--- config.mk ---
export PLATFORM = sky130hd
export DESIGN_NAME = nhsp_host_port
export DESIGN_NICKNAME = d
export VERILOG_FILES = /design/src/design/nhsp_pkg.sv /design/src/design/nhsp_host_port.sv
export SDC_FILE = /design/constraint.sdc
export NUM_CORES = 1
export LEC_CHECK = 0
export BUFFER_PORTS_ARGS = -buffer_cell sky130_fd_sc_hd__buf_2
export CAP_MARGIN = 15
export CORE_MARGIN = 2
export CORE_UTILIZATION = 42
export DETAILED_ROUTE_END_ITERATION = 16
export PLACE_DENSITY = 0.69
export SYNTH_ARGS = -nofsm -noshare
export SYNTH_HDL_FRONTEND = slang
export SYNTH_SLANG_ARGS = --single-unit
--- constraint.sdc ---
create_clock -name clk -period 2 [get_ports clk]
set_clock_uncertainty 0.05 [all_clocks]
set_input_delay 0.4 -clock clk [delete_from_list [all_inputs] [get_ports clk]]
set_output_delay 0.4 -clock clk [all_outputs]
set_load 0.005 [all_outputs]
--- src/design/nhsp_pkg.sv ---
// constants and types shared by the nibble host serial port
package nhsp_pkg;
  localparam int BYTE_W = 8;
  localparam int NIB_W = 4;
  localparam int ADDR_W = BYTE_W + 1;
  // upper nibble of the instruction byte selects the operation
  localparam logic [NIB_W-1:0] OP_WR_INC = 4'h1;
  localparam logic [NIB_W-1:0] OP_WR_FIX = 4'h2;
  localparam logic [NIB_W-1:0] OP_RD_INC = 4'h9;
  localparam logic [NIB_W-1:0] OP_RD_FIX = 4'ha;
  // instruction bit that carries the top register address bit
  localparam int INSTR_ADDR_BIT = 0;
  // level of the released bus (pull-ups)
  localparam logic [NIB_W-1:0] NIB_IDLE = 4'hf;
  typedef enum logic [2:0] {
    NHSP_INSTR,
    NHSP_ADDR,
    NHSP_WDATA,
    NHSP_RDATA,
    NHSP_IGNORE
  } nhsp_state_t;
endpackage

--- src/design/nhsp_host_port.sv ---
// nibble host serial port: six-wire slave that reads and writes internal registers
// Behaviour
// - select addresses device; first byte is instruction
// - same operation codes as two-wire host port
// - 0x1x/0x2x write; incrementing variant advances pointer
// - 0x9x/0xAx read data follows address byte
// - select high ignores bus, edges init/clear
// - sample on clock fall, launch on rise
// - byte is two nibbles, upper first, unlimited
`timescale 1ns/100ps
`default_nettype none

module nhsp_host_port (
  // system
  input wire logic clk,
  input wire logic rst_n,
  // host link pins
  input wire logic host_frame_select_n,
  input wire logic host_port_clk,
  input wire logic [nhsp_pkg::NIB_W-1:0] host_nibble_bus_in,
  output logic [nhsp_pkg::NIB_W-1:0] host_nibble_bus_out,
  output logic host_nibble_bus_oe_n,
  // internal register port
  output logic [nhsp_pkg::ADDR_W-1:0] reg_addr,
  output logic [nhsp_pkg::BYTE_W-1:0] reg_wdata,
  output logic reg_we,
  output logic reg_re,
  input wire logic [nhsp_pkg::BYTE_W-1:0] reg_rdata
);
  import nhsp_pkg::*;

  logic fs_s1_q, fs_s2_q;
  logic ck_s1_q, ck_s2_q, ck_s3_q;
  logic [NIB_W-1:0] dt_s1_q, dt_s2_q;
  logic frm_act, fall, rise, byte_done;
  logic nib_lo_q;
  logic [NIB_W-1:0] hi_nib_q;
  logic [BYTE_W-1:0] rx_byte;
  nhsp_state_t state_q;
  logic op_rd_q, op_inc_q, addr_hi_q;
  logic [ADDR_W-1:0] ptr_q, reg_addr_q;
  logic [BYTE_W-1:0] reg_wdata_q, tx_q;
  logic reg_we_q, reg_re_q, fetch_q;
  logic [NIB_W-1:0] nib_out_q;
  logic nib_oe_n_q;

  // two-stage synchronisers for all link pins, plus clock history
  always_ff @(posedge clk) begin
    if (!rst_n) begin
      fs_s1_q <= 1'b1;
      fs_s2_q <= 1'b1;
      ck_s1_q <= 1'b1;
      ck_s2_q <= 1'b1;
      ck_s3_q <= 1'b1;
      dt_s1_q <= NIB_IDLE;
      dt_s2_q <= NIB_IDLE;
    end else begin
      fs_s1_q <= host_frame_select_n;
      fs_s2_q <= fs_s1_q;
      ck_s1_q <= host_port_clk;
      ck_s2_q <= ck_s1_q;
      ck_s3_q <= ck_s2_q;
      dt_s1_q <= host_nibble_bus_in;
      dt_s2_q <= dt_s1_q;
    end
  end

  // frame and link clock edges; data is delayed alike so it lines up
  assign frm_act = !fs_s2_q;
  assign fall = ck_s3_q & !ck_s2_q;
  assign rise = !ck_s3_q & ck_s2_q;
  assign byte_done = frm_act & fall & nib_lo_q;
  assign rx_byte = {hi_nib_q, dt_s2_q};

  // nibble pairing, upper nibble first; a half byte dies with the frame
  always_ff @(posedge clk) begin
    if (!rst_n || !frm_act) begin
      nib_lo_q <= 1'b0;
      hi_nib_q <= NIB_IDLE;
    end else if (fall) begin
      nib_lo_q <= !nib_lo_q;
      if (!nib_lo_q) begin
        hi_nib_q <= dt_s2_q;
      end
    end
  end

  // transfer phase: instruction, address, then any number of data bytes
  always_ff @(posedge clk) begin
    if (!rst_n || !frm_act) begin
      state_q <= NHSP_INSTR;
    end else if (byte_done) begin
      unique case (state_q)
        NHSP_INSTR: begin
          // first byte is always the instruction, no device address
          unique case (rx_byte[BYTE_W-1:NIB_W])
            OP_WR_INC, OP_WR_FIX, OP_RD_INC, OP_RD_FIX: state_q <= NHSP_ADDR;
            default: state_q <= NHSP_IGNORE;
          endcase
        end
        NHSP_ADDR: state_q <= op_rd_q ? NHSP_RDATA : NHSP_WDATA;
        NHSP_WDATA, NHSP_RDATA, NHSP_IGNORE: state_q <= state_q;
      endcase
    end
  end

  // operation flags taken from the instruction byte
  always_ff @(posedge clk) begin
    if (!rst_n) begin
      op_rd_q <= 1'b0;
      op_inc_q <= 1'b0;
      addr_hi_q <= 1'b0;
    end else if (byte_done && state_q == NHSP_INSTR) begin
      op_rd_q <= rx_byte[BYTE_W-1];
      op_inc_q <= (rx_byte[BYTE_W-1:NIB_W] == OP_WR_INC) ||
                  (rx_byte[BYTE_W-1:NIB_W] == OP_RD_INC);
      addr_hi_q <= rx_byte[INSTR_ADDR_BIT];
    end
  end

  // address pointer and internal register strobes
  always_ff @(posedge clk) begin
    if (!rst_n) begin
      ptr_q <= '0;
      reg_addr_q <= '0;
      reg_wdata_q <= '0;
      reg_we_q <= 1'b0;
      reg_re_q <= 1'b0;
    end else begin
      reg_we_q <= 1'b0;
      reg_re_q <= 1'b0;
      if (byte_done) begin
        unique case (state_q)
          NHSP_ADDR: begin
            ptr_q <= {addr_hi_q, rx_byte};
            if (op_rd_q) begin
              // fetch the first read byte at once so it can be launched next
              reg_re_q <= 1'b1;
              reg_addr_q <= {addr_hi_q, rx_byte};
              if (op_inc_q) begin
                ptr_q <= {addr_hi_q, rx_byte} + ADDR_W'(1);
              end
            end
          end
          NHSP_WDATA: begin
            reg_we_q <= 1'b1;
            reg_addr_q <= ptr_q;
            reg_wdata_q <= rx_byte;
            if (op_inc_q) begin
              ptr_q <= ptr_q + ADDR_W'(1);
            end
          end
          NHSP_RDATA: begin
            // byte clocked out: prefetch the next one
            reg_re_q <= 1'b1;
            reg_addr_q <= ptr_q;
            if (op_inc_q) begin
              ptr_q <= ptr_q + ADDR_W'(1);
            end
          end
          NHSP_INSTR, NHSP_IGNORE: begin
            ptr_q <= ptr_q;
          end
        endcase
      end
    end
  end

  // capture read data one cycle after the read strobe
  always_ff @(posedge clk) begin
    if (!rst_n) begin
      fetch_q <= 1'b0;
      tx_q <= '0;
    end else begin
      fetch_q <= reg_re_q;
      if (fetch_q) begin
        tx_q <= reg_rdata;
      end
    end
  end

  // nibble driver: launch on rising link clock, only in the read phase
  always_ff @(posedge clk) begin
    if (!rst_n || !frm_act) begin
      nib_oe_n_q <= 1'b1;
      nib_out_q <= NIB_IDLE;
    end else if (rise && state_q == NHSP_RDATA) begin
      nib_oe_n_q <= 1'b0;
      nib_out_q <= nib_lo_q ? tx_q[NIB_W-1:0] : tx_q[BYTE_W-1:NIB_W];
    end
  end

  assign host_nibble_bus_out = nib_out_q;
  assign host_nibble_bus_oe_n = nib_oe_n_q;
  assign reg_addr = reg_addr_q;
  assign reg_wdata = reg_wdata_q;
  assign reg_we = reg_we_q;
  assign reg_re = reg_re_q;

  // helper: address of the previous strobe within this frame
  logic [ADDR_W-1:0] last_addr_q;
  logic seen_q;
  always_ff @(posedge clk) begin
    if (!rst_n || !frm_act) begin
      seen_q <= 1'b0;
      last_addr_q <= '0;
    end else if (reg_we_q || reg_re_q) begin
      seen_q <= 1'b1;
      last_addr_q <= reg_addr_q;
    end
  end

  frame_idle_a: assert property (@(posedge clk) disable iff (!rst_n)
    !frm_act |=> (host_nibble_bus_oe_n && !reg_we && !reg_re && state_q == NHSP_INSTR))
    else $error("port active while frame select is high");

  write_incr_a: assert property (@(posedge clk) disable iff (!rst_n)
    (reg_we && seen_q && op_inc_q) |-> reg_addr == last_addr_q + 1'b1)
    else $error("incrementing write did not advance the address");

  write_fixed_a: assert property (@(posedge clk) disable iff (!rst_n)
    (reg_we && seen_q && !op_inc_q) |-> reg_addr == last_addr_q)
    else $error("fixed write moved the address");

  start_addr_a: assert property (@(posedge clk) disable iff (!rst_n)
    (byte_done && state_q == NHSP_ADDR) |=> reg_addr_q == {addr_hi_q, $past(rx_byte)}
      || !op_rd_q)
    else $error("read did not start at the address byte");

  launch_rise_a: assert property (@(posedge clk) disable iff (!rst_n)
    ($changed(host_nibble_bus_out) && frm_act) |-> $past(rise))
    else $error("nibble launched without a rising link clock");

  sample_fall_a: assert property (@(posedge clk) disable iff (!rst_n)
    ($changed(nib_lo_q) && $past(frm_act) && frm_act) |-> $past(fall))
    else $error("nibble sampled without a falling link clock");

  drive_read_a: assert property (@(posedge clk) disable iff (!rst_n)
    $fell(host_nibble_bus_oe_n) |-> state_q == NHSP_RDATA && op_rd_q)
    else $error("bus driven outside the read phase");

  first_byte_a: assert property (@(posedge clk) disable iff (!rst_n)
    (state_q == NHSP_INSTR && byte_done) |=>
      (state_q == NHSP_ADDR || state_q == NHSP_IGNORE || !frm_act))
    else $error("instruction byte not taken as instruction");

  strobe_edge_a: assert property (@(posedge clk) disable iff (!rst_n)
    (reg_we || reg_re) |-> !nib_lo_q ##1 !(reg_we || reg_re))
    else $error("strobe not on a whole byte boundary");

  read_fetch_a: assert property (@(posedge clk) disable iff (!rst_n)
    reg_re |-> ##2 tx_q == $past(reg_rdata, 1))
    else $error("read data not captured after the strobe");

endmodule

`default_nettype wire

# Yosys cells after proc, flatten, opt, wreduce, memory -nomap -nowiden
# Index checks and enable logic that the tools add are counted.
dict set report totals {
  n_memories 0
  output_inout_bits 24
  wordCells 75
  latchBits 0
  in_bits 16
  ramBits 0
  rom_bits 0
  reg_bits 66
}
dict set report classes {
  n_reduce_logical 21
  bitwise_logic 7
  order_cmp 0
  n_eq_ne 10
  n_shift 0
  n_mul 0
  div 0
  add_sub_neg 2
  mux 13
}
# cell count
set op_table {}
lappend op_table {{$mux 9} 4}
lappend op_table {{$pmux 9 s2} 2}
lappend op_table {{$add 9x1->9 const B} 2}
lappend op_table {{$eq 4x4->1 const B} 2}
lappend op_table {{$reduce_and 2->1} 4}
lappend op_table {{$eq 3x2->1 const B} 2}
lappend op_table {{$pmux 3 s2} 1}
lappend op_table {{$reduce_and 3->1} 2}
lappend op_table {{$logic_not 1->1} 5}
lappend op_table {{$and 1x1->1} 4}
lappend op_table {{$eq 4x1->1 const B} 1}
lappend op_table {{$eq 4x2->1 const B} 1}
lappend op_table {{$mux 4} 1}
lappend op_table {{$reduce_or 2->1} 2}
lappend op_table {{$reduce_or 4->1} 1}
lappend op_table {{$eq 3x1->1 const B} 1}
lappend op_table {{$eq 3x3->1 const B} 1}
lappend op_table {{$logic_not 3->1} 1}
lappend op_table {{$mux 1} 3}
lappend op_table {{$mux 3} 1}
lappend op_table {{$not 1->1} 3}
lappend op_table {{$reduce_or 3->1} 1}
lappend op_table {{$logic_and 1x1->1} 2}
lappend op_table {{$logic_or 1x1->1} 2}
lappend op_table {{other kinds (4)} 4}

# Logic depth before layout (Yosys ltp)
# Gate-level depths: netlist of run 1.
dict set report depth {
  depth_word 5
  depth_mapped 8
  mapped_depth_nobuf 6
}

# Least setup slack after synthesis of run 1
# Ideal clock, no wire load.
dict set report synth_timing {
  path_type {register -> register}
  startpoint {register ck_s3_q}
  endpoint {register reg_addr_q[7], in the netlist reg_addr[7]}
  arrival_time_ns 1.389
  period_less_slack_ns 1.555
  path_stages_with_launch 7
  required_time_ns 1.834
  path_slack_ns 0.445
  path_buffers 1
  setup_time_ns 0.116
  cell_sequence {dfxtp_1 nor2b_4 nand3b_2 nor3_4 buf_2 nand3_1 o211a_1}
}
dict set report synth_between {
  elab_chain_len 4
}
# element line_no
set synth_lines {}
lappend synth_lines {{start, declared} nhsp_host_port.sv:33} ;# logic ck_s1_q, ck_s2_q, ck_s3_q;
lappend synth_lines {{start signal, assigned} nhsp_host_port.sv:62} ;# ck_s3_q <= ck_s2_q;
lappend synth_lines {{$and 1x1->1} nhsp_host_port.sv:70} ;# assign fall = ck_s3_q & !ck_s2_q;
lappend synth_lines {{$and 1x1->1 (2 in series)} nhsp_host_port.sv:72} ;# assign byte_done = frm_act & fall & nib_lo_q;
lappend synth_lines {{$reduce_and 3->1 (no source line)} -}
lappend synth_lines {{end signal, assigned} nhsp_host_port.sv:139} ;# reg_addr_q <= {addr_hi_q, rx_byte};
lappend synth_lines {{end signal, assigned} nhsp_host_port.sv:147} ;# reg_addr_q <= ptr_q;
lappend synth_lines {{end signal, assigned} nhsp_host_port.sv:156} ;# reg_addr_q <= ptr_q;
lappend synth_lines {{end, declared} nhsp_host_port.sv:41} ;# logic [ADDR_W-1:0] ptr_q, reg_addr_q;
# Every way passes these cells.
# A chain may end at the register's enable or synchronous reset.

# Worst setup path in the final report of run 1
dict set report layout_timing {
  startpoint {register ck_s3_q}
  endpoint {register addr_hi_q}
}
dict set report layout_between {
  elab_chain_len 4
}
# element line_no
set layout_lines {}
lappend layout_lines {{$and 1x1->1} nhsp_host_port.sv:70}
lappend layout_lines {{$and 1x1->1 (2 in series)} nhsp_host_port.sv:72}
lappend layout_lines {{$logic_and 1x1->1} nhsp_host_port.sv:113} ;# end else if (byte_done && state_q == NHSP_INSTR) begin
lappend layout_lines {{end signal, assigned} nhsp_host_port.sv:117} ;# addr_hi_q <= rx_byte[INSTR_ADDR_BIT];
lappend layout_lines {{end, declared} nhsp_host_port.sv:40} ;# logic op_rd_q, op_inc_q, addr_hi_q;
# Every way passes these cells.

==> reports/results.ini, run 1 <==
[flow_run]
drv_cap = 0

[yosys]
synth_edf_count = 0
synthCells = 337
netlist_top_cells_area = dfxtp_1, nand2_1, mux2i_1
synth_cell_type_count = 47
synth_top_area_share = 0.442
seq_area_frac_synth = 0.442
ys_top_cells_by_count = dfxtp_1, nand2_1, mux2i_1, nand2b_1
yosysMostFrequentCell = dfxtp_1
synth_fp_nets = 355
synth_warnings = 0
synth_seq_cells = 66
synth-main-ff-cell = dfxtp_1
yosysTopAreaCell = dfxtp_1
syn_avg_cell_area_sq_um = 8.86
ys_async_sr_fraction = 0
synthesis.area_sq_mm = 0.00299

[worst_hold_path]
min-delay-start = host_nibble_bus_in[3]
min_to = dt_s1_q[3]
hold_path_depth = 2
hp-class = in -> reg

[setup_path]
start_kind = register
rr_endpoint = addr_hi_q
crit_path_max_incr_delay_ns = 0.53
rrSetupSlack_ns = 0.25
end_kind = register
cpMaxStageDelayCell = nor4_2
cp_top_family = simple AND/OR/NAND/NOR gates
worstRegToRegCells = 5
worstSetupPathType = reg -> reg
worstReg2RegStart = ck_s3_q
arrival_ns = 1.95
path_buf_inv = 0
crit_fanout = 8
cp_cell_sequence = nor2b_4 > nand3b_2 > nor4_2 > mux2i_1 > nor2b_1
cp.required_ns = 2.20

[power]
power.total_mw = 2.38
power_leakage_nw = 1.44
p_int_mw = 1.81
power_frac_comb = 0.034
p_switching_uw = 574
power_density_mw_per_mm2 = 686
p_seq_frac = 0.559
switching_share = 0.241
p_clk_frac = 0.407
peakVddDrop_mv = 0.311

[clocking]
htreeDepth = 3
insertion_delay_ns = 0.35
cts_setup_buffers = 0
hold_buffers = 0
clkSinkCount = 66
ctsRootBufferMaster = clkbuf_8
post_cts_resize_count = 0
cts.path.max_buffers = 2
numCtsBuffers = 9
clk_pin_slew_ns = 0.07
cts_tree = yes

[floorplan]
num_io_pins = 40
coreArea_sq_mm = 0.00683
dieArea_sq_mm = 0.00780
rows = 30
start_util = 0.437
die_h_microns = 88.3
die_w_microns = 88.3

[layout]
area_delta_synth_final_pct = 16.3
fin_cells = 477
fin_util = 0.508
layout.nets = 394
final_area_sq_mm = 0.00347
diodes = 0
drive_gt1_frac = 0.205

[sta]
hold_viol_final = 0
maxSlewHeadroom = 0.578
rsz0062_at_grt = false
slew_violations = 0
setup_viol = 0
period_share = 0.875
period_needed_ns = 1.75
setup_slack_ns = 0.249
fmax_mhz = 571
worstMarginPinSlew_ns = 0.628
setup_tns_ns = 0
timing.hold.ws_ns = 0.173

[global_route]
antenna_found_initial = 0
gr-usage-all-layers = 0.183
grt_max_degree = 36
grt_pass1_vias = 2350
grt.overflow.total = 0
grt_pass1_wl_microns = 10900

[routing]
drt-pass1-iter-count = 4
post-route-drc-count = 0
routed_wirelength_microns = 6530
ant_nets = 0
drt_iter0_drc = 252
viasPerCell = 5.25
routedWlPerCell_microns = 13.7
vias = 2503

[placed_design]
numPortBuffers = 39
gp_congestion = 0.927
placed_area_sq_mm = 0.00330
dp_hpwl_microns = 4590
dp_slack_ns = 0.257
placed_cells = 461

[run_status]
status = completed

area by class of cell:
cell class                      instances  area [sq um]
Fill cell                             667          3360
Multi-Input combinational cell        242          1530
Sequential cell                        66          1320
Timing Repair Buffer                   55           328
Clock buffer                            9           124
Tap cell                               96           120
Clock inverter                          7          46.3
Inverter                                2          7.51
placed cells by master (no fill, tap or decap), types with 6 or more instances in the layout:
cell	netlist	routed
o211a_1	9	9
nor2_1	9	9
buf_4	1	15
nand3_1	15	15
nand2b_1	17	17
o211ai_1	6	6
xnor2_1	7	7
buf_2	10	39
a21oi_1	15	15
o21ai_0	9	9
nor2b_1	15	15
nor3_1	7	7
dfxtp_1	66	66
a21boi_0	10	10
nand2_1	60	60
clkbuf_8	0	9
mux2i_1	20	20
power by group through the flow:
stage                     combinational (mW)  sequential (mW)  clock, mW
after detailed placement              0.0812             1.36          0
after global placement                0.0797             1.36          0
final                                 0.0805             1.33      0.970
after CTS                             0.0813             1.33      0.996
after floorplan                       0.0524             1.36          0
after global routing                  0.0898             1.33       1.05
metal layers:
| layer | GRT usage | vias to the layer above | part of all wire | routed length (microns) |
|---|---|---|---|---|
| met3 | 0.0494 | 16 | 0.062 | 402 |
| met2 | 0.271 | 77 | 0.44 | 2890 |
| met1 | 0.237 | 1166 | 0.47 | 3060 |
| li1 | - | 1244 | - | - |
| met5 | 0 | - | 0 | 0 |
| met4 | 0.112 | 0 | 0.028 | 181 |
cell families after synthesis:
group           after synthesis  synth area share
compound gates               65             0.155
xor+xnor                      8            0.0235
fa+ha+maj                     2           0.00838
buf+inv                      29            0.0469
flops                        66             0.442
mux                          20            0.0670
simple gates                147             0.256
state kept, by name, indices dropped and copies added, names as in the netlist, 3 cells and up:
name and cells:
reg_addr 9, ptr_q 9, hi_nib_q 4, reg_wdata 8, host_nibble_bus_out 4, state_q 3
tx_q 8, dt_s1_q 4, dt_s2_q 4
worst max path at each step:
| stage | from | to | slack, ns | cells after the start |
|---|---|---|---|---|
| detailed placement | ck_s3_q | op_rd_q | 0.26 | 5 |
| global route | ck_s3_q | reg_wdata[2] | 0.10 | 5 |
| finish | ck_s3_q | addr_hi_q | 0.25 | 5 |
| global placement | ck_s3_q | op_rd_q | 0.27 | 5 |
| floorplan | ck_s3_q | reg_addr[7] | 0.44 | 6 |
| CTS | ck_s3_q | op_rd_q | 0.24 | 5 |
No activity file was read; power rests on OpenSTA's default activity.
==> inputs of run 2 (changes only) <==
--- a/config.mk
+++ b/config.mk
@@ -10,6 +10,7 @@
 export CORE_MARGIN = 2
 export CORE_UTILIZATION = 42
 export DETAILED_ROUTE_END_ITERATION = 16
+export MAX_ROUTING_LAYER = met4
 export PLACE_DENSITY = 0.69
 export SYNTH_ARGS = -nofsm -noshare
 export SYNTH_HDL_FRONTEND = slang
==> run 2 against run 1 <==
  * Design area did not move
  * Combinational power barely moved
  * Sequential share of layout area did not move
  * Final cell count did not move
  * Sequential power barely moved
  * Register-to-register slack barely moved
  * Worst hold slack improved by 0.0011 ns
  * First-iteration DRC count fell by 5.2%
  * Wire length fell by 0.80%
  * Flip-flop and latch count did not move
  * Critical path type unchanged
  * Critical endpoint unchanged
  * Largest cell class unchanged
==> reports/results.ini, run 2 (synthesized netlist as in run 1, its figures left out) <==
[setup_path]
worstSetupPathType = reg -> reg  ; unchanged
arrival_ns = 1.95  ; about the same
setup.worst_path.start = ck_s3_q  ; unchanged
start_kind = register  ; unchanged
crit_path_max_incr_delay_ns = 0.53  ; about the same
crit_fanout = 8  ; unchanged
rrSetupSlack_ns = 0.24  ; was 0.25 ns
end_kind = register  ; unchanged
worstReg2RegStart = ck_s3_q  ; unchanged
cpMaxStageDelayCell = nor4_2  ; unchanged
cp.required_ns = 2.20  ; about the same
rr_endpoint = addr_hi_q  ; unchanged
cp_cell_sequence = nor2b_4 > nand3b_2 > nor4_2 > mux2i_1 > nor2b_1  ; unchanged
worstRegToRegCells = 5  ; unchanged

[floorplan]
coreArea_sq_mm = 0.00683  ; unchanged
die_h_microns = 88.3  ; unchanged
dieArea_sq_mm = 0.00780  ; unchanged
rows = 30  ; unchanged
start_util = 0.437  ; unchanged
num_io_pins = 40  ; unchanged
die_w_microns = 88.3  ; unchanged

[routing]
ant_nets = 0  ; unchanged
post-route-drc-count = 0  ; unchanged
drt_iter0_drc = 239  ; was 252
routed_wirelength_microns = 6480  ; was 6530 microns
viasPerCell = 5.25  ; about the same
drt-pass1-iter-count = 4  ; unchanged
routedWlPerCell_microns = 13.6  ; was 13.7 microns
vias = 2506  ; was 2503

[layout]
area_delta_synth_final_pct = 16.3  ; unchanged
layout.nets = 394  ; unchanged
drive_gt1_frac = 0.205  ; unchanged
fillCellCount = 667  ; unchanged
diodes = 0  ; unchanged
final_cell_mix = dfxtp_1, nand2_1, buf_2  ; unchanged
final_common_cell = dfxtp_1  ; unchanged

[sta]
setup_tns_ns = 0  ; unchanged
setup_slack_ns = 0.245  ; was 0.249 ns
setup_viol = 0  ; unchanged
hold_viol_final = 0  ; unchanged
maxSlewHeadroom = 0.576  ; was 0.578
slew_violations = 0  ; unchanged
period_needed_ns = 1.76  ; was 1.75 ns
rsz0062_at_grt = false  ; unchanged
fmax_mhz = 570  ; was 571 MHz
period_share = 0.878  ; was 0.875
worstMarginPinSlew_ns = 0.631  ; was 0.628 ns

[worst_hold_path]
hold_path_depth = 2  ; unchanged
min_to = dt_s1_q[3]  ; unchanged
hp-class = in -> reg  ; unchanged
min-delay-start = host_nibble_bus_in[3]  ; unchanged

[global_route]
grt_max_degree = 36  ; unchanged
grt_pass1_wl_microns = 10900  ; about the same
grt_pass1_vias = 2352  ; was 2350
antenna_found_initial = 0  ; unchanged
gr-usage-all-layers = 0.188  ; was 0.183
grt.overflow.total = 0  ; unchanged

[clocking]
cts_setup_buffers = 0  ; unchanged
insertion_delay_ns = 0.35  ; about the same
htreeDepth = 3  ; unchanged
numCtsBuffers = 9  ; unchanged
clk_pin_slew_ns = 0.07  ; about the same
cts.path.max_buffers = 2  ; unchanged
cts_tree = yes  ; unchanged
clkSinkCount = 66  ; unchanged
ctsRootBufferMaster = clkbuf_8  ; unchanged
hold_buffers = 0  ; unchanged
post_cts_resize_count = 0  ; unchanged

[run_status]
status = completed  ; unchanged

[flow_run]
drv_cap = 0  ; unchanged

[power]
peakVddDrop_mv = 0.310  ; was 0.311 mV
power.total_mw = 2.38  ; about the same
power_leakage_nw = 1.44  ; unchanged
power_density_mw_per_mm2 = 685  ; was 686 mW/mm^2

[placed_design]
numPortBuffers = 39  ; unchanged
dp_slack_ns = 0.257  ; unchanged
dp_hpwl_microns = 4590  ; unchanged
gp_congestion = 0.943  ; was 0.927

run 2: area by class of cell:
type | instances | area [sq um] | area share
multi-input combinational | 242 | 1530 | 0.439
clock buffer | 9 | 124 | 0.0357
tap | 96 | 120 | 0.0346
clock inverter | 7 | 46.3 | 0.0133
inverter | 2 | 7.51 | 0.00216
timing repair buffer | 55 | 328 | 0.0944
sequential | 66 | 1320 | 0.381
run 2: worst max path at each step:
stage                               to  slack, ns  cells after the start
final                        addr_hi_q       0.24                      5
after global routing      reg_wdata[2]       0.10                      5
after detailed placement       op_rd_q       0.26                      5
after CTS                      op_rd_q       0.24                      5
after floorplan            reg_addr[7]       0.44                      6
after global placement         op_rd_q       0.27                      5
run 2: metrics by stage:
step	hold slack, ns	cells	area, sq um	util
3_5_place_dp	0.342	461	3300	0.483
5_1_grt	0.177	477	3470	0.508
3_3_place_gp	0.340	461	3300	0.483
4_1_cts	0.156	477	3470	0.508
2_1_floorplan	0.336	337	2990	-
6_report	0.174	477	3470	0.508
run 2: worst max-delay path, delay by kind of cell (launching register included):
kind / cells / cell delay (ns)
flip-flops: 1 / 0.34
multiplexers: 1 / 0.25
AND/OR/NAND/NOR: 4 / 1.01
run 2: per-layer routing:
layer  vias to the layer above  track usage  routed length, microns
li1                       1243            -                       -
met1                      1170        0.238                    2990
met2                        78        0.271                    2890
met3                        15       0.0485                     419
met4                         0        0.112                     175
met5                         -            -                       0
run 2: power breakdown:
part | total [mW] | leakage [nW] | internal [mW] | switching [mW]
clock network | 0.967 | 0.0810 | 0.443 | 0.524
logic | 0.0805 | 0.822 | 0.0399 | 0.0406
registers | 1.33 | 0.535 | 1.33 | 0.00669
==> inputs of run 3 (changes only) <==
--- a/config.mk
+++ b/config.mk
@@ -7,11 +7,10 @@
 export LEC_CHECK = 0
 export BUFFER_PORTS_ARGS = -buffer_cell sky130_fd_sc_hd__buf_2
 export CAP_MARGIN = 15
-export CORE_MARGIN = 2
 export CORE_UTILIZATION = 42
 export DETAILED_ROUTE_END_ITERATION = 16
 export MAX_ROUTING_LAYER = met4
-export PLACE_DENSITY = 0.69
+export PLACE_DENSITY = 0.64
 export SYNTH_ARGS = -nofsm -noshare
 export SYNTH_HDL_FRONTEND = slang
 export SYNTH_SLANG_ARGS = --single-unit
==> run 3 against run 2 <==
  * Non-clock buffer count rose by 3
  * Count of clock-buffer cells in the layout did not move
  * Critical path type unchanged
  * Critical endpoint is now ptr_q[5]
  * Largest cell class unchanged
  * Die area fell by 4.5%
  * Largest power group unchanged
  * Combinational power rose by 0.5%
==> reports/results.ini, run 3 (synthesized netlist as in run 1, its figures left out) <==
[run_status]
status = completed  ; unchanged

[setup_path]
end_kind = register  ; unchanged
start_kind = register  ; unchanged
rr_endpoint = ptr_q[5]  ; was addr_hi_q
setup.worst_path.start = state_q[2]  ; was ck_s3_q
arrival_ns = 1.96  ; was 1.95 ns
cpMaxStageDelayCell = dfxtp_1  ; was nor4_2
path_buf_inv = 1  ; was 0
cp_top_family = flip-flops  ; was simple AND/OR/NAND/NOR gates
cp_cell_sequence = nand2b_1 > buf_4 > a21oi_1 > o21ai_0 > o41ai_1 > o21a_1  ; was nor2b_4 > nand3b_2 > nor4_2 > mux2i_1 > nor2b_1
crit_path_max_incr_delay_ns = 0.55  ; was 0.53 ns
worstSetupPathType = reg -> reg  ; unchanged
worstRegToRegCells = 6  ; was 5
rrSetupSlack_ns = 0.22  ; was 0.24 ns
crit_fanout = 14  ; was 8
crit_cells = 6  ; was 5
worstReg2RegStart = state_q[2]  ; was ck_s3_q
worstSetupEndpoint = ptr_q[5]  ; was addr_hi_q
cp.required_ns = 2.19  ; was 2.20 ns

[global_route]
met1_usage = 0.275  ; was 0.238
grt_max_degree = 30  ; was 36
grt_pass1_vias = 2235  ; was 2352
antenna_found_initial = 0  ; unchanged
gr-usage-all-layers = 0.198  ; was 0.188
met2_usage = 0.274  ; was 0.271
grt_pass1_wl_microns = 11000  ; was 10900 microns
grt.overflow.total = 0  ; unchanged
grt_util_met3 = 0.0571  ; was 0.0485
busiest_layer = met1  ; was met2

[placed_design]
placed_cells = 464  ; was 461
numPortBuffers = 39  ; unchanged
dp_hpwl_microns = 4590  ; about the same
gp_congestion = 0.863  ; was 0.943

[sta]
timing.hold.ws_ns = 0.184  ; was 0.174 ns
fmax_mhz = 563  ; was 570 MHz
period_share = 0.888  ; was 0.878
setup_tns_ns = 0  ; unchanged
slew_violations = 0  ; unchanged
rsz0062_at_grt = false  ; unchanged
maxSlewHeadroom = 0.634  ; was 0.576
setup_viol = 0  ; unchanged
hold_viol_final = 0  ; unchanged
period_needed_ns = 1.78  ; was 1.76 ns
worstMarginPinSlew_ns = 0.544  ; was 0.631 ns

[clocking]
clkSinkCount = 66  ; unchanged
numCtsBuffers = 9  ; unchanged
clk_pin_slew_ns = 0.08  ; was 0.07 ns
insertion_delay_ns = 0.34  ; was 0.35 ns
cts_tree = yes  ; unchanged
ctsRootBufferMaster = clkbuf_8  ; unchanged
cts.path.max_buffers = 2  ; unchanged
hold_buffers = 0  ; unchanged
cts_setup_buffers = 0  ; unchanged
post_cts_resize_count = 0  ; unchanged
htreeDepth = 3  ; unchanged

[power]
p_seq_frac = 0.530  ; was 0.560
p_switching_uw = 574  ; was 571 uW
power_frac_comb = 0.032  ; was 0.034
power_leakage_nw = 1.47  ; was 1.44 nW
switching_share = 0.228  ; was 0.240
p_clk_frac = 0.438  ; was 0.406
power_density_mw_per_mm2 = 717  ; was 685 mW/mm^2
power.total_mw = 2.51  ; was 2.38 mW
peakVddDrop_mv = 0.466  ; was 0.310 mV
p_int_mw = 1.94  ; was 1.81 mW

[worst_hold_path]
hp-class = in -> reg  ; unchanged
min-delay-start = host_nibble_bus_in[2]  ; was host_nibble_bus_in[3]

[layout]
layout.nets = 397  ; was 394
final_cell_mix = dfxtp_1, nand2_1, buf_2  ; unchanged
fin_util = 0.513  ; was 0.508
drive_gt1_frac = 0.211  ; was 0.205
fin_cells = 480  ; was 477
area_delta_synth_final_pct = 17.3  ; was 16.3%
final_common_cell = dfxtp_1  ; unchanged
diodes = 0  ; unchanged

[routing]
post-route-drc-count = 0  ; unchanged
routed_wirelength_microns = 6410  ; was 6480 microns
routedWlPerCell_microns = 13.4  ; was 13.6 microns
viasPerCell = 5.09  ; was 5.25
ant_nets = 0  ; unchanged
drt-pass1-iter-count = 4  ; unchanged
drt_iter0_drc = 165  ; was 239
vias = 2441  ; was 2506

[floorplan]
dieArea_sq_mm = 0.00745  ; was 0.00780 sq mm
die_h_microns = 86.3  ; was 88.3 microns
start_util = 0.437  ; unchanged
rows = 30  ; unchanged
die_w_microns = 86.3  ; was 88.3 microns
num_io_pins = 40  ; unchanged
coreArea_sq_mm = 0.00683  ; unchanged

[flow_run]
drv_cap = 0  ; unchanged

-- run 3: layer usage --
metal  routed length (microns)  up-vias
met5                         0        -
met4                        25        0
met3                       354        3
met2                      2890       61
met1                      3140     1126
li1                          -     1251
-- run 3: power by group through the flow --
stage / registers [mW] / clock network (mW) / logic, mW
2_1_floorplan: 1.36 / 0 / 0.0524
3_5_place_dp: 1.36 / 0 / 0.0826
4_1_cts: 1.33 / 1.13 / 0.0829
3_3_place_gp: 1.36 / 0 / 0.0811
5_1_grt: 1.33 / 1.20 / 0.0912
6_report: 1.33 / 1.10 / 0.0809
-- run 3: worst min-delay path by stage --
stage                 end  slack (ns)  cells past startpoint
3_3_place_gp   dt_s2_q[1]        0.34                      1
2_1_floorplan     ck_s2_q        0.34                      1
6_report       dt_s1_q[2]        0.18                      2
4_1_cts           fs_s1_q        0.17                      2
5_1_grt        dt_s1_q[0]        0.18                      2
3_5_place_dp   dt_s2_q[0]        0.34                      1
-- run 3: layout make-up --
class | instances | area, sq um
flip-flops and latches | 66 | 1320
clock inverters | 7 | 68.8
well taps | 96 | 120
fillers | 692 | 3330
repair buffers | 58 | 338
multi-input cells | 242 | 1530
inverters | 2 | 7.51
clock buffers | 9 | 124
-- run 3: stage by stage --
stage,setup WS (ns),instance area [sq um]
2_1_floorplan,0.445,2990
3_3_place_gp,0.330,3310
3_5_place_dp,0.297,3310
4_1_cts,0.226,3500
5_1_grt,0.0838,3500
6_report,0.223,3500
